`src/design/mcdm_pkg.sv`:
```
// register map, field layout, reset values and types of the commutation delay manager
package mcdm_pkg;
	localparam int DATA_W = 32;
	localparam int ADDR_W = 8;
	localparam int TIMER_W = 8;
	localparam int RATIO_W = 4;
	localparam int PRESC_W = 16;

	localparam logic [7:0] ADDR_CTRL      = 8'h00;
	localparam logic [7:0] ADDR_RATIO     = 8'h04;
	localparam logic [7:0] ADDR_STATUS    = 8'h08;
	localparam logic [7:0] ADDR_MASK      = 8'h0c;
	localparam logic [7:0] ADDR_REQUEST   = 8'h10;
	localparam logic [7:0] ADDR_TIMER     = 8'h14;
	localparam logic [7:0] ADDR_COMPARE   = 8'h18;
	localparam logic [7:0] ADDR_DEMAG     = 8'h1c;
	localparam logic [7:0] ADDR_LATEST    = 8'h20;
	localparam logic [7:0] ADDR_PREVIOUS  = 8'h24;
	localparam logic [7:0] ADDR_WEIGHT    = 8'h28;

	localparam logic [1:0] RESP_OKAY   = 2'b00;
	localparam logic [1:0] RESP_SLVERR = 2'b10;

	// control register, bit 0 is clock_enable
	typedef struct packed {
		logic [1:0] speed_sensor_select;
		logic       interval_selector;
		logic       software_commutation_enable;
		logic       auto_switch_select;
		logic       clock_enable;
	} mcdm_ctrl_t;

	// status and mask share this layout, bit 0 is commutation_flag
	typedef struct packed {
		logic demag_flag;
		logic zero_flag;
		logic ratio_dec_flag;
		logic ratio_inc_flag;
		logic timer_overflow_flag;
		logic commutation_flag;
	} mcdm_irq_t;

	localparam int CTRL_W = $bits(mcdm_ctrl_t);
	localparam int IRQ_W  = $bits(mcdm_irq_t);

	localparam mcdm_ctrl_t       CTRL_RST   = '0;
	localparam mcdm_irq_t        IRQ_RST    = '0;
	localparam logic [RATIO_W-1:0] RATIO_RST  = 4'h0;
	localparam logic [RATIO_W-1:0] RATIO_MAX  = 4'hf;
	localparam logic [TIMER_W-1:0] TIMER_RST  = 8'h00;
	localparam logic [TIMER_W-1:0] TIMER_TOP  = 8'hff;
	localparam logic [TIMER_W-1:0] WEIGHT_RST = 8'h00;
	localparam logic [1:0]         TES_NONE   = 2'b00;

	typedef enum logic [1:0] {
		MS_IDLE = 2'b01,
		MS_MULT = 2'b10
	} mcdm_state_t;
endpackage

```
`src/design/mcdm_delay_manager.sv`:
```
// commutation delay manager: step timer, captures, multiplier, axi4-lite registers
//
// The placing of the registers and the AXI4-Lite interface to the registers were chosen for this implementation.
`timescale 1ns/1ps
`default_nettype none
module mcdm_delay_manager (
	input  wire logic                        aclk,
	input  wire logic                        aresetn,
	input  wire logic [mcdm_pkg::ADDR_W-1:0] awaddr,
	input  wire logic                        awvalid,
	output logic                             awready,
	input  wire logic [mcdm_pkg::DATA_W-1:0] wdata,
	input  wire logic [3:0]                  wstrb,
	input  wire logic                        wvalid,
	output logic                             wready,
	output logic [1:0]                       bresp,
	output logic                             bvalid,
	input  wire logic                        bready,
	input  wire logic [mcdm_pkg::ADDR_W-1:0] araddr,
	input  wire logic                        arvalid,
	output logic                             arready,
	output logic [mcdm_pkg::DATA_W-1:0]      rdata,
	output logic [1:0]                       rresp,
	output logic                             rvalid,
	input  wire logic                        rready,
	input  wire logic                        zero_cross_evt,
	input  wire logic                        demag_evt,
	output logic                             commutation_evt,
	output logic                             irq
);
	localparam int TW = mcdm_pkg::TIMER_W;

	function automatic logic is_mapped(input logic [mcdm_pkg::ADDR_W-1:0] a);
		unique case (a)
			mcdm_pkg::ADDR_CTRL, mcdm_pkg::ADDR_RATIO, mcdm_pkg::ADDR_STATUS,
			mcdm_pkg::ADDR_MASK, mcdm_pkg::ADDR_REQUEST, mcdm_pkg::ADDR_TIMER,
			mcdm_pkg::ADDR_COMPARE, mcdm_pkg::ADDR_DEMAG, mcdm_pkg::ADDR_LATEST,
			mcdm_pkg::ADDR_PREVIOUS, mcdm_pkg::ADDR_WEIGHT: is_mapped = 1'b1;
			default: is_mapped = 1'b0;
		endcase
	endfunction

	// up halves the value (slower clock), down doubles it
	function automatic logic [TW-1:0] shift_val(input logic [TW-1:0] v, input logic up,
			input logic dn);
		if (up) begin
			shift_val = v >> 1;
		end else if (dn) begin
			shift_val = v << 1;
		end else begin
			shift_val = v;
		end
	endfunction

	logic                                aw_held_r;
	logic                                w_held_r;
	logic [mcdm_pkg::ADDR_W-1:0]         aw_addr_r;
	logic [mcdm_pkg::DATA_W-1:0]         w_data_r;
	logic                                w_lane_r;
	logic                                bvalid_r;
	logic [1:0]                          bresp_r;
	logic                                rvalid_r;
	logic [1:0]                          rresp_r;
	logic [mcdm_pkg::DATA_W-1:0]         rdata_r;
	logic [mcdm_pkg::DATA_W-1:0]         rd_word;
	logic                                wr_fire;
	logic                                wr_en;

	mcdm_pkg::mcdm_ctrl_t                ctrl_r;
	mcdm_pkg::mcdm_irq_t                 status_r;
	mcdm_pkg::mcdm_irq_t                 mask_r;
	mcdm_pkg::mcdm_irq_t                 status_set;
	mcdm_pkg::mcdm_irq_t                 status_clr;
	mcdm_pkg::mcdm_state_t               state_r;
	logic [mcdm_pkg::RATIO_W-1:0]        step_ratio_r;
	logic [mcdm_pkg::PRESC_W-1:0]        presc_cnt_r;
	logic [TW-1:0]                       step_timer_r;
	logic [TW-1:0]                       commutation_compare_r;
	logic [TW-1:0]                       demag_capture_compare_r;
	logic [TW-1:0]                       latest_zero_interval_r;
	logic [TW-1:0]                       previous_zero_interval_r;
	logic [TW-1:0]                       phase_weight_r;
	logic                                armed_r;
	logic                                demag_armed_r;
	logic                                ratio_increment_request_r;
	logic                                ratio_decrement_request_r;
	logic                                commut_r;

	logic                                running;
	logic                                switched;
	logic                                speed_mode;
	logic                                tick;
	logic                                commut;
	logic                                ovf;
	logic                                zero_go;
	logic                                shift_up;
	logic                                shift_dn;
	logic                                mult_load;
	logic                                early;
	logic                                req_wr;
	logic [2*TW-1:0]                     product;
	logic [TW-1:0]                       prod_hi;

	// axi4-lite write channel: address and data taken in either order
	assign awready = !aw_held_r;
	assign wready  = !w_held_r;
	assign bvalid  = bvalid_r;
	assign bresp   = bresp_r;
	assign wr_fire = aw_held_r && w_held_r && !bvalid_r;
	assign wr_en   = wr_fire && w_lane_r && is_mapped(aw_addr_r);

	always_ff @(posedge aclk) begin
		if (!aresetn) begin
			aw_held_r <= 1'b0;
			w_held_r  <= 1'b0;
			aw_addr_r <= '0;
			w_data_r  <= '0;
			w_lane_r  <= 1'b0;
			bvalid_r  <= 1'b0;
			bresp_r   <= mcdm_pkg::RESP_OKAY;
		end else begin
			if (awvalid && !aw_held_r) begin
				aw_held_r <= 1'b1;
				aw_addr_r <= awaddr;
			end else if (wr_fire) begin
				aw_held_r <= 1'b0;
			end
			if (wvalid && !w_held_r) begin
				w_held_r <= 1'b1;
				w_data_r <= wdata;
				w_lane_r <= wstrb[0];
			end else if (wr_fire) begin
				w_held_r <= 1'b0;
			end
			if (wr_fire) begin
				bvalid_r <= 1'b1;
				bresp_r  <= is_mapped(aw_addr_r) ? mcdm_pkg::RESP_OKAY : mcdm_pkg::RESP_SLVERR;
			end else if (bready) begin
				bvalid_r <= 1'b0;
			end
		end
	end

	// axi4-lite read channel
	assign arready = !rvalid_r;
	assign rvalid  = rvalid_r;
	assign rresp   = rresp_r;
	assign rdata   = rdata_r;

	always_comb begin
		rd_word = '0;
		unique case (araddr)
			mcdm_pkg::ADDR_CTRL:     rd_word[mcdm_pkg::CTRL_W-1:0] = ctrl_r;
			mcdm_pkg::ADDR_RATIO:    rd_word[mcdm_pkg::RATIO_W-1:0] = step_ratio_r;
			mcdm_pkg::ADDR_STATUS:   rd_word[mcdm_pkg::IRQ_W-1:0] = status_r;
			mcdm_pkg::ADDR_MASK:     rd_word[mcdm_pkg::IRQ_W-1:0] = mask_r;
			mcdm_pkg::ADDR_REQUEST:  rd_word[1:0] = {ratio_decrement_request_r,
					ratio_increment_request_r};
			mcdm_pkg::ADDR_TIMER:    rd_word[TW-1:0] = step_timer_r;
			mcdm_pkg::ADDR_COMPARE:  rd_word[TW-1:0] = commutation_compare_r;
			mcdm_pkg::ADDR_DEMAG:    rd_word[TW-1:0] = demag_capture_compare_r;
			mcdm_pkg::ADDR_LATEST:   rd_word[TW-1:0] = latest_zero_interval_r;
			mcdm_pkg::ADDR_PREVIOUS: rd_word[TW-1:0] = previous_zero_interval_r;
			mcdm_pkg::ADDR_WEIGHT:   rd_word[TW-1:0] = phase_weight_r;
			default:                 rd_word = '0;
		endcase
	end

	always_ff @(posedge aclk) begin
		if (!aresetn) begin
			rvalid_r <= 1'b0;
			rresp_r  <= mcdm_pkg::RESP_OKAY;
			rdata_r  <= '0;
		end else if (arvalid && !rvalid_r) begin
			rvalid_r <= 1'b1;
			rdata_r  <= rd_word;
			rresp_r  <= is_mapped(araddr) ? mcdm_pkg::RESP_OKAY : mcdm_pkg::RESP_SLVERR;
		end else if (rready) begin
			rvalid_r <= 1'b0;
		end
	end

	// timing core
	assign running    = ctrl_r.clock_enable;
	assign switched   = !ctrl_r.auto_switch_select;
	assign speed_mode = ctrl_r.speed_sensor_select != mcdm_pkg::TES_NONE;
	assign tick       = running && (presc_cnt_r ==
			mcdm_pkg::PRESC_W'((32'h1 << step_ratio_r) - 32'h1));
	assign zero_go    = running && zero_cross_evt;
	assign req_wr     = wr_en && aw_addr_r == mcdm_pkg::ADDR_REQUEST;

	assign product   = {8'h00, phase_weight_r} * {8'h00, (ctrl_r.interval_selector ?
			latest_zero_interval_r : previous_zero_interval_r)};
	assign prod_hi   = product[2*TW-1:TW];
	assign mult_load = state_r == mcdm_pkg::MS_MULT && !switched &&
			!ctrl_r.software_commutation_enable;
	assign early     = prod_hi <= step_timer_r;

	assign commut = running && !speed_mode && (
			(tick && armed_r && step_timer_r == commutation_compare_r) ||
			(mult_load && early));
	assign ovf    = tick && step_timer_r == mcdm_pkg::TIMER_TOP && !commut;
	assign shift_up = commut && switched && ratio_increment_request_r &&
			step_ratio_r != mcdm_pkg::RATIO_MAX;
	assign shift_dn = commut && switched && ratio_decrement_request_r &&
			step_ratio_r != mcdm_pkg::RATIO_RST;

	always_ff @(posedge aclk) begin
		if (!aresetn) begin
			state_r <= mcdm_pkg::MS_IDLE;
		end else begin
			unique case (state_r)
				mcdm_pkg::MS_IDLE: begin
					if (zero_go && !switched && !speed_mode) begin
						state_r <= mcdm_pkg::MS_MULT;
					end
				end
				mcdm_pkg::MS_MULT: begin
					state_r <= mcdm_pkg::MS_IDLE;
				end
			endcase
		end
	end

	always_ff @(posedge aclk) begin
		if (!aresetn) begin
			presc_cnt_r <= '0;
		end else if (!running || tick || commut || (zero_go && !switched)) begin
			presc_cnt_r <= '0;
		end else begin
			presc_cnt_r <= presc_cnt_r + mcdm_pkg::PRESC_W'(1);
		end
	end

	always_ff @(posedge aclk) begin
		if (!aresetn) begin
			ctrl_r         <= mcdm_pkg::CTRL_RST;
			mask_r         <= mcdm_pkg::IRQ_RST;
			phase_weight_r <= mcdm_pkg::WEIGHT_RST;
		end else if (wr_en) begin
			if (aw_addr_r == mcdm_pkg::ADDR_CTRL) begin
				ctrl_r <= w_data_r[mcdm_pkg::CTRL_W-1:0];
			end
			if (aw_addr_r == mcdm_pkg::ADDR_MASK) begin
				mask_r <= w_data_r[mcdm_pkg::IRQ_W-1:0];
			end
			if (aw_addr_r == mcdm_pkg::ADDR_WEIGHT) begin
				phase_weight_r <= w_data_r[TW-1:0];
			end
		end
	end

	always_ff @(posedge aclk) begin
		if (!aresetn) begin
			step_ratio_r <= mcdm_pkg::RATIO_RST;
		end else if (wr_en && aw_addr_r == mcdm_pkg::ADDR_RATIO && !running) begin
			step_ratio_r <= w_data_r[mcdm_pkg::RATIO_W-1:0];
		end else if (shift_up) begin
			step_ratio_r <= step_ratio_r + 4'h1;
		end else if (shift_dn) begin
			step_ratio_r <= step_ratio_r - 4'h1;
		end
	end

	always_ff @(posedge aclk) begin
		if (!aresetn) begin
			ratio_increment_request_r <= 1'b0;
			ratio_decrement_request_r <= 1'b0;
		end else if (req_wr && !(w_data_r[0] && w_data_r[1])) begin
			ratio_increment_request_r <= w_data_r[0];
			ratio_decrement_request_r <= w_data_r[1];
		end else if (commut && switched) begin
			ratio_increment_request_r <= 1'b0;
			ratio_decrement_request_r <= 1'b0;
		end
	end

	always_ff @(posedge aclk) begin
		if (!aresetn) begin
			step_timer_r <= mcdm_pkg::TIMER_RST;
		end else if (!running) begin
			if (wr_en && aw_addr_r == mcdm_pkg::ADDR_TIMER) begin
				step_timer_r <= w_data_r[TW-1:0];
			end
		end else if (commut && switched && !speed_mode) begin
			step_timer_r <= mcdm_pkg::TIMER_RST;
		end else if (zero_go && !switched) begin
			step_timer_r <= mcdm_pkg::TIMER_RST;
		end else if (tick) begin
			step_timer_r <= step_timer_r + 8'h01;
		end
	end

	always_ff @(posedge aclk) begin
		if (!aresetn) begin
			latest_zero_interval_r   <= mcdm_pkg::TIMER_RST;
			previous_zero_interval_r <= mcdm_pkg::TIMER_RST;
		end else if (zero_go) begin
			latest_zero_interval_r   <= step_timer_r;
			previous_zero_interval_r <= latest_zero_interval_r;
		end else if (!running && wr_en) begin
			if (aw_addr_r == mcdm_pkg::ADDR_LATEST) begin
				latest_zero_interval_r <= w_data_r[TW-1:0];
			end
			if (aw_addr_r == mcdm_pkg::ADDR_PREVIOUS) begin
				previous_zero_interval_r <= w_data_r[TW-1:0];
			end
		end else begin
			latest_zero_interval_r   <= shift_val(latest_zero_interval_r, shift_up, shift_dn);
			previous_zero_interval_r <= shift_val(previous_zero_interval_r, shift_up,
					shift_dn);
		end
	end

	always_ff @(posedge aclk) begin
		if (!aresetn) begin
			demag_capture_compare_r <= mcdm_pkg::TIMER_RST;
			demag_armed_r           <= 1'b0;
		end else if (wr_en && aw_addr_r == mcdm_pkg::ADDR_DEMAG) begin
			demag_capture_compare_r <= w_data_r[TW-1:0];
			demag_armed_r           <= 1'b1;
		end else if (running && demag_evt) begin
			demag_capture_compare_r <= step_timer_r;
			demag_armed_r           <= 1'b0;
		end else if (tick && demag_armed_r && step_timer_r == demag_capture_compare_r) begin
			demag_armed_r <= 1'b0;
		end else begin
			demag_capture_compare_r <= shift_val(demag_capture_compare_r, shift_up,
					shift_dn);
		end
	end

	always_ff @(posedge aclk) begin
		if (!aresetn) begin
			commutation_compare_r <= mcdm_pkg::TIMER_RST;
			armed_r               <= 1'b0;
		end else if (wr_en && aw_addr_r == mcdm_pkg::ADDR_COMPARE) begin
			commutation_compare_r <= w_data_r[TW-1:0];
			armed_r               <= 1'b1;
		end else if (mult_load) begin
			commutation_compare_r <= early ? step_timer_r : prod_hi;
			armed_r               <= !early;
		end else begin
			commutation_compare_r <= shift_val(commutation_compare_r, shift_up,
					shift_dn);
			if (commut && !switched) begin
				armed_r <= 1'b0;
			end
		end
	end

	// sticky status, set wins over a write-one clear
	always_comb begin
		status_set = mcdm_pkg::IRQ_RST;
		status_set.commutation_flag    = commut;
		status_set.timer_overflow_flag = ovf && !speed_mode;
		status_set.ratio_inc_flag      = shift_up;
		status_set.ratio_dec_flag      = shift_dn;
		status_set.zero_flag           = zero_go;
		status_set.demag_flag          = running && (demag_evt || (tick && demag_armed_r &&
				step_timer_r == demag_capture_compare_r));
		status_clr = mcdm_pkg::IRQ_RST;
		if (wr_en && aw_addr_r == mcdm_pkg::ADDR_STATUS) begin
			status_clr = w_data_r[mcdm_pkg::IRQ_W-1:0];
		end
	end

	always_ff @(posedge aclk) begin
		if (!aresetn) begin
			status_r <= mcdm_pkg::IRQ_RST;
			commut_r <= 1'b0;
		end else begin
			status_r <= (status_r & ~status_clr) | status_set;
			commut_r <= commut;
		end
	end

	assign irq             = |(status_r & mask_r);
	assign commutation_evt = commut_r;
endmodule
`default_nettype wire

```
`config.mk`:
```
export PLATFORM = sky130hd
export DESIGN_NAME = mcdm_delay_manager
export DESIGN_NICKNAME = d
export VERILOG_FILES = /design/src/design/mcdm_pkg.sv /design/src/design/mcdm_delay_manager.sv
export SDC_FILE = /design/constraint.sdc
export NUM_CORES = 1
export LEC_CHECK = 0
export BUFFER_PORTS_ARGS = -buffer_cell sky130_fd_sc_hd__buf_2
export CAP_MARGIN = 25
export CORE_MARGIN = 3
export CORE_UTILIZATION = 53
export CTS_BUF_LIST = sky130_fd_sc_hd__clkbuf_4
export DETAILED_ROUTE_END_ITERATION = 16
export GPL_ROUTABILITY_DRIVEN = 0
export PLACE_DENSITY = 0.73
export SLEW_MARGIN = 20
export SYNTH_ARGS = -nofsm -noshare
export SYNTH_HDL_FRONTEND = slang
export SYNTH_SLANG_ARGS = --single-unit
```
`constraint.sdc`:
```
create_clock -name aclk -period 10.4 [get_ports aclk]
set_input_delay 0 -clock aclk [delete_from_list [all_inputs] [get_ports aclk]]
set_output_delay 0 -clock aclk [all_outputs]
set_load 0.05 [all_outputs]
```
# Word level (Yosys, flattened, before mapping)
# Cells that the tools add are included.
dict set report totals {
  reg_bits 126
  word_cells 231
}
dict set report classes {
  shift 1
  mul 1
  n_bitwise 5
  n_eq_ne 32
  n_addsub 5
  n_lt_le_gt_ge 1
  n_mux 60
  n_reduce_logical 85
}
# cell count
set op_table {}
lappend op_table {{two-way mux 8 bit} 26}
lappend op_table {{== test 8 x 5 -> 1 bit (second input constant)} 8}
lappend op_table {{== test 8 x 6 -> 1 bit (second input constant)} 6}
lappend op_table {{logical AND 1 bit} 42}
lappend op_table {{== test 8 x 4 -> 1 bit (second input constant)} 4}
lappend op_table {{two-way mux 1 bit} 22}
lappend op_table {{case mux 2 bit (11 select lines)} 1}
lappend op_table {{OR reduction 11 bit} 2}
lappend op_table {{case mux 2 bit (10 select lines)} 1}
lappend op_table {{case mux 2 bit (9 select lines)} 1}
lappend op_table {{adder 16 x 1 -> 16 bit (second input constant)} 1}
lappend op_table {{== test 16 bit} 1}
lappend op_table {{== test 8 x 3 -> 1 bit (second input constant)} 2}
lappend op_table {{== test 8 bit} 2}
lappend op_table {{zero test 8 bit} 2}
lappend op_table {{multiplier 8 x 8 -> 16 bit} 1}
lappend op_table {{nonzero test 4 bit} 4}
lappend op_table {{<< shifter 1 x 4 -> 16 bit (first input constant)} 1}
lappend op_table {{subtractor 16 x 1 -> 16 bit (second input constant)} 1}
lappend op_table {{AND reduction 2 bit} 7}
lappend op_table {{nonzero test 2 bit} 7}
lappend op_table {{AND 6 bit} 2}
lappend op_table {{two-way mux 4 bit} 3}
lappend op_table {{case mux 2 bit (6 select lines)} 1}
lappend op_table {{23 further kinds} 42}

# Logic depth before layout (Yosys ltp)
# Gate-level depths: netlist of the first run.
dict set report logic_depth {
  word_depth 16
  ltp_mapped 30
  depth_no_buf 28
}

# Worst setup path after synthesis of the first run
# Ideal clock, no wire load.
dict set report synth_timing {
  kind {reg-to-reg}
  from {register ctrl_r[3] (netlist bit)}
  to {register presc_cnt_r[10] (netlist bit)}
  setup_time_ns 0.065
  path_buffers 3
  synth_period_minus_slack_ns 6.879
  path_slack_ns 3.521
  required_ns 10.335
  arrival_ns 6.814
  stages_incl_launch_ff 30
  path_cell_list {dfxtp_1 -> buf_2 -> mux2i_1 -> nor2b_1 -> fa_1 -> inv_1 -> fa_1 -> inv_1 -> fa_1 -> fa_1 -> ha_1 -> a2111o_1 -> a21oi_1 -> o31ai_1 -> a41oi_1 -> nor2b_1 -> nand2b_1 -> nand2b_1 -> xor2_1 -> ha_1 -> nand3_1 -> a31o_2 -> a21oi_1 -> nor2_1 -> a21oi_1 -> nor2_1 -> or3_1 -> clkbuf_1 -> clkbuf_1 -> nor2_1}
}
dict set report synth_via {
  elab_chain_cells 9
}
# item line_no
set synth_lines {}
lappend synth_lines {{from (decl)} mcdm_delay_manager.sv:69} ;# mcdm_pkg::mcdm_ctrl_t ctrl_r;
lappend synth_lines {{from (signal assigned)} mcdm_delay_manager.sv:237} ;# ctrl_r <= mcdm_pkg::CTRL_RST;
lappend synth_lines {{from (signal assigned)} mcdm_delay_manager.sv:242} ;# ctrl_r <= w_data_r[mcdm_pkg::CTRL_W-1:0];
lappend synth_lines {{two-way mux 8 bit} mcdm_delay_manager.sv:192} ;# assign product = {8'h00, phase_weight_r} * {8'h00, (ctrl_r.interval_selector ?
lappend synth_lines {{multiplier 8 x 8 -> 16 bit} mcdm_delay_manager.sv:192}
lappend synth_lines {{less-or-equal comparator 8 bit} mcdm_delay_manager.sv:197} ;# assign early = prod_hi <= step_timer_r;
lappend synth_lines {{logical AND 1 bit} mcdm_delay_manager.sv:201} ;# (mult_load && early));
lappend synth_lines {{logical OR 1 bit} mcdm_delay_manager.sv:200} ;# (tick && armed_r && step_timer_r == commutation_compare_r) ||
lappend synth_lines {{logical AND 1 bit} mcdm_delay_manager.sv:199} ;# assign commut = running && !speed_mode && (
lappend synth_lines {{logical OR 1 bit (2 in series)} mcdm_delay_manager.sv:228} ;# end else if (!running || tick || commut || (zero_go && !switched)) begin
lappend synth_lines {{OR reduction 2 bit (no source line)} -}
lappend synth_lines {{to (signal assigned)} mcdm_delay_manager.sv:231} ;# presc_cnt_r <= presc_cnt_r + mcdm_pkg::PRESC_W'(1);
lappend synth_lines {{to (decl)} mcdm_delay_manager.sv:76} ;# logic [mcdm_pkg::PRESC_W-1:0] presc_cnt_r;
# Every way passes these cells.
# A chain may end at the register's enable or synchronous reset.

# Worst setup path in the final report of the first run
dict set report layout_timing {
  from {register ctrl_r[3] (netlist bit)}
  to {register presc_cnt_r[14] (netlist bit)}
}
# The elaborated chain is that of the path after synthesis.

==> results of run 1 <==
-- timing repair --
item	CTS	global route
hold endpoints to repair	26	0
hold buffers	25	0
resized for setup	0	0
-- synthesized netlist by cell type (14+ instances only) --
| cell | number |
|---|---|
| a21oi_1 | 69 |
| a22oi_1 | 28 |
| and2_1 | 16 |
| buf_2 | 16 |
| buf_4 | 30 |
| clkbuf_1 | 55 |
| dfxtp_1 | 124 |
| fa_1 | 35 |
| ha_1 | 46 |
| inv_1 | 70 |
| mux2_2 | 16 |
| mux2i_1 | 33 |
| nand2_1 | 117 |
| nand2b_1 | 14 |
| nand3_1 | 39 |
| nor2_1 | 88 |
| nor2b_1 | 85 |
| nor3_1 | 28 |
| o21ai_0 | 40 |
| o22ai_1 | 19 |
| o32ai_1 | 15 |
| xnor2_1 | 22 |
| xor2_1 | 24 |
-- final cells by class --
| cell class | instances | area, µm² | area share [%] |
|---|---|---|---|
| Multi-Input combinational cell | 949 | 6681 | 63.41 |
| Sequential cell | 124 | 2482 | 23.56 |
| Timing Repair Buffer | 82 | 553.0 | 5.248 |
| Tap cell | 229 | 286.5 | 2.719 |
| Inverter | 72 | 270.3 | 2.565 |
| Clock inverter | 15 | 136.4 | 1.294 |
| Clock buffer | 17 | 127.6 | 1.211 |
-- power breakdown --
part | switching [mW] | total, mW | internal (mW)
clock network | 0.212 | 0.334 | 0.122
registers | 0.0137 | 0.497 | 0.483
logic | 0.0717 | 0.103 | 0.0309
total | 0.297 | 0.933 | 0.636
-- metal layers --
metal,up-vias,track usage [%],share of wire [%]
met5,-,0,0
met1,4313,38.72,41
met3,92,6.250,9.8
met2,480,44.46,45
li1,4353,-,-
met4,0,10.06,3.6
-- per-stage QoR --
step / utilization (%) / cells / instance area, µm² / total power [mW] / setup slack (ps)
3_3_place_gp: 55.19 / 1430 / 10020 / 0.5996 / 2689
6_report: 58.07 / 1488 / 10540 / 0.9334 / 2442
2_1_floorplan: - / 1252 / 9970 / 0.5817 / 3521
4_1_cts: 58.07 / 1488 / 10540 / 0.9344 / 2481
3_5_place_dp: 55.23 / 1431 / 10020 / 0.6002 / 2499
5_1_grt: 58.07 / 1488 / 10540 / 0.9712 / 1923
-- kinds of logic (layout without fill, tap and decap cells) --
family	after synthesis	after routing	share of synthesized area, %
AND/OR/NAND/NOR	457	457	23.68
XOR/XNOR	46	46	4.079
other	1	26	0.03797
flip-flops	124	124	25.14
multiplexers	51	51	5.397
adder cells (fa/ha/maj)	81	81	12.92
buffers and inverters	179	186	8.159
AO/OA/AOI/OAI	288	288	20.59
-- sequential cells by signal (all words and copies together) (netlist names), 2 cells and up --
name                      count
aw_addr_r                     8
step_ratio_r                  4
status_r                      6
commutation_compare_r         8
step_timer_r                  8
presc_cnt_r                  16
demag_capture_compare_r       8
state_r                       2
latest_zero_interval_r        8
phase_weight_r                8
mask_r                        6
w_data_r                      8
previous_zero_interval_r      8
ctrl_r                        5
rdata                         8
-- worst min-delay path by stage --
stage	from	cells after the start	slack (ps)	endpoint
final	araddr[0]	5	20	rresp[1]
after global routing	araddr[0]	5	90	rresp[1]
after CTS	araddr[0]	5	10	rresp[1]
after detailed placement	awvalid	3	230	aw_held_r
after global placement	awvalid	3	220	aw_held_r
after floorplan	awvalid	2	120	aw_held_r
-- worst min-delay path, stage by stage --
cell and delay, ps:
buf_2 100, nor2_1 150, a2111oi_0 120, a21oi_1 140, nor2b_1 50
==> metrics.cfg, run 1 <==
[status]
status = finished clean

[worst_setup_path]
r2r_setup_slack_ps = 2440
worstRegToRegCells = 27
critPathLaunch = ctrl_r[3]
worstPathRequired_ps = 10910
crit_buf_inv = 3
critPathMostFrequentCell = fa_1
worstSetupEndpoint = presc_cnt_r[14]
path_class = register to register
rr_startpoint = ctrl_r[3]
crit_slowest_cell = mux2i_1
end_kind = register
crit_family = adder cells
arrival_ps = 8470
reg2reg_to = presc_cnt_r[14]
path_depth = 27
cp_max_fo = 18
cp-start-kind = register
cpPeakStageDelay_ps = 730

[clock_tree]
cts_buffers = 17
cts_buffer_depth = 2
h-tree-depth = 4
clock_sinks = 124
cts_setup_buffers = 0
cts-root-buf = clkbuf_4
cts_tree = done
clkTransAtPathRegs_ps = 130
clkLatencyLatePin_ps = 570

[timing]
tns_ps = 0
rsz0062_at_grt = false
report.final.hold_viol_count = 0
tightest_slew_ps = 1053
slew_violations = 0
fin_crit_sh_pct = 76.52
skew_ps = 18.56
timing.fmax_ghz = 0.1257
setup_viol = 0
maxSlewHeadroom_pct = 29.61
min_period_ps = 7958
holdWs_ps = 15.77

[grt]
grt_max_degree = 99
grt_pass1_wl_mm = 46.17
grt_pass1_vias = 8460
grt_overflow = 0
antenna_found_initial = 0
track_usage_pct = 28.39

[power_and_ir_drop]
power_leakage_nw = 4.220
power_density_nw_per_um2 = 88.58
ir_drop_v = 0.0001081

[synthesis]
yosys_warnings = 0
synth.top_cell.area_share_pct = 25.14
synthCells = 1227
syn_area_um2 = 9876
ys_types = 80
ys_async_sr_fraction_pct = 0
ys_seq_area_share_pct = 25.14
syn_avg_cell_area_um2 = 8.049
synth_ff_type = dfxtp_1
ys_seq_elements = 124
synth.largest_area_cell = dfxtp_1
synth_edf_count = 0
ys_top_cells_by_area = dfxtp_1 25%, fa_1 7.1%, ha_1 5.8%

[min_path]
hp-class = primary input to register

[detailed_routing]
ant_nets = 0
firstDrtPassIters = 6
drtIter0Drc = 1060
drc_errors = 0
route.vias.total = 9238
wl_mm = 28.77
viasPerCell = 6.208
post_drt_wl_per_cell_um = 19.33

[layout]
n_fill_cell = 1666
layout-drive-gt1-share_pct = 9.929
nets = 1388
antennaDiodeCount = 0
layout_common_cells = 124 x dfxtp_1, 117 x nand2_1, 88 x nor2_1
final_common_cell = dfxtp_1
area_growth_pct = 6.702

[floorplan]
start_util_pct = 54.42
die_x_um = 142.5
rows = 49
core_area_um2 = 18150
pin_count = 104
chipHeight_um = 142.5
dieArea_um2 = 20310

[place]
portBuffers = 50
hpwl_mm = 20.40

[flow_run]
cap_viol_max_count = 0

Power figures use the tool's default switching activity.
==> run 2, diff against run 1 <==
Clock period 10.4 ns to 8.13 ns, I/O delays scaled along.
==> run 2 against run 1 <==
Wire length decreased by 0.16%; sequential power rose by 28%; sequential share of layout area fell by 0.19 points; critical path type unchanged; highest routed layer unchanged.
==> metrics.cfg, run 2 (synthesis gave the netlist of run 1 again) <==
[layout]
stdcell_count = 1491
largest_reg_flops = 16
largest-register = presc_cnt_r
antennaDiodeCount = 0
final_common_cell = dfxtp_1
nets = 1392
layout_common_cells = 124 x dfxtp_1, 117 x nand2_1, 88 x nor2_1
area_growth_pct = 7.589
n_fill_cell = 1645
layout-drive-gt1-share_pct = 10.22
fin_util_pct = 58.55

[worst_setup_path]
worstPathRequired_ps = 8640
path_class = register to register
cp-start-kind = register
arrival_ps = 7980
end_kind = register
cp_max_fo = 16

[clock_tree]
clkLatencyLatePin_ps = 570
cts-root-buf = clkbuf_4
clock_sinks = 124
clkTransAtPathRegs_ps = 120
cts_buffers = 17
cts_tree = done
cts_buffer_depth = 2
h-tree-depth = 4

[power_and_ir_drop]
clock_power_share_pct = 39.0
ir_drop_v = 0.0001241
switching_power_mw = 0.3824
sequentialPowerShare_pct = 50.5
p_sw_share_pct = 30.37
pwr-share-comb_pct = 10.5
power_density_nw_per_um2 = 118.5
power_leakage_nw = 4.264
p_int_mw = 0.8766

[timing]
min_period_ps = 7472
maxSlewHeadroom_pct = 33.51
tns_ps = 0
rsz0062_at_grt = false
setup_viol = 0
skew_ps = 20.22
tightest_slew_ps = 993.7
slew_violations = 0
timing.fmax_ghz = 0.1338
report.final.hold_viol_count = 0
holdWs_ps = 31.04
fin_crit_sh_pct = 91.91

[floorplan]
dieArea_um2 = 20310
chipHeight_um = 142.5
core_area_um2 = 18150
rows = 49
die_x_um = 142.5
start_util_pct = 54.42
pin_count = 104

[detailed_routing]
drc_errors = 0
drtIter0Drc = 966
wl_mm = 28.72
route.vias.total = 9201
ant_nets = 0
firstDrtPassIters = 6
post_drt_wl_per_cell_um = 19.26
viasPerCell = 6.171

[status]
status = finished clean

[place]
placed_cells = 1433
portBuffers = 50
hpwl_mm = 20.69

[grt]
grt_max_degree = 69
globalRouteMet2Util_pct = 43.72
grt_pass1_wl_mm = 45.80
antenna_found_initial = 0
grt_pass1_vias = 8512
use_met1_pct = 38.98
grtUsageMet3_pct = 6.116
track_usage_pct = 28.21
top_usage_layer = met2
grt_overflow = 0

[flow_run]
cap_viol_max_count = 0

[min_path]
hp-class = primary input to register

==> run 2: area by class of cell <==
class | count | area, µm² | share of cell area (%)
Tap cell | 229 | 286.5 | 2.697
Sequential cell | 124 | 2482 | 23.36
Clock inverter | 14 | 183.9 | 1.731
Clock buffer | 17 | 127.6 | 1.201
Timing Repair Buffer | 86 | 588.1 | 5.535
Inverter | 72 | 270.3 | 2.544
Multi-Input combinational cell | 949 | 6686 | 62.93
==> run 2: stage by stage <==
step | setup WS, ps | power (mW) | area (µm²)
final | 657.8 | 1.259 | 10630
after global routing | 134.8 | 1.299 | 10630
after CTS | 649.6 | 1.261 | 10620
after detailed placement | 713.1 | 0.7686 | 10040
after global placement | 793.4 | 0.7671 | 10040
after floorplan | 1251 | 0.7442 | 9970
==> run 2: repair_timing <==
action	4_1_cts	5_1_grt
setup buffers	0	0
gates resized for setup	0	0
hold endpoints to repair	48	0
hold buffers	27	0
==> run 2: layer usage <==
layer  up-vias  wire (µm)
li1       4345          -
met1      4337      12040
met2       428      12900
met3        91       2649
met4         0       1128
met5         -          0
==> run 2: worst paths after layout <==
| path | startpoint | to | cells after the start | slack (ps) |
|---|---|---|---|---|
| max | ctrl_r[3] | presc_cnt_r[12] | 26 | 660 |
| min | araddr[1] | rresp[1] | 5 | 30 |
| max reg2reg | ctrl_r[3] | presc_cnt_r[12] | 26 | 660 |
| min reg2reg | rdata[5] | rdata[5] | 2 | 500 |
==> run 2: critical path, stage by stage, from the launching register on <==
cell      delay (ps)
dfxtp_1          620
mux2i_1          590
nor2b_1          140
fa_1             560
inv_1             50
fa_1             480
inv_1             60
fa_1             510
fa_1             500
ha_1             230
a2111o_1         370
a21oi_1          160
o31ai_1          200
a41oi_1          320
nor2b_1          260
nand2b_1         160
nand2b_1          70
xor2_1           150
ha_1             300
nand3_1           80
a31o_2           220
a21oi_1          160
nor2_1           100
a21oi_1          180
nor2_1           120
or3_1            620
nor2_1           190
==> run 2: power groups by stage <==
stage,logic [mW],clock network (mW),registers [mW]
3_3_place_gp,0.119,0,0.648
4_1_cts,0.131,0.496,0.634
2_1_floorplan,0.0901,0,0.654
5_1_grt,0.142,0.520,0.636
3_5_place_dp,0.121,0,0.648
6_report,0.132,0.491,0.636
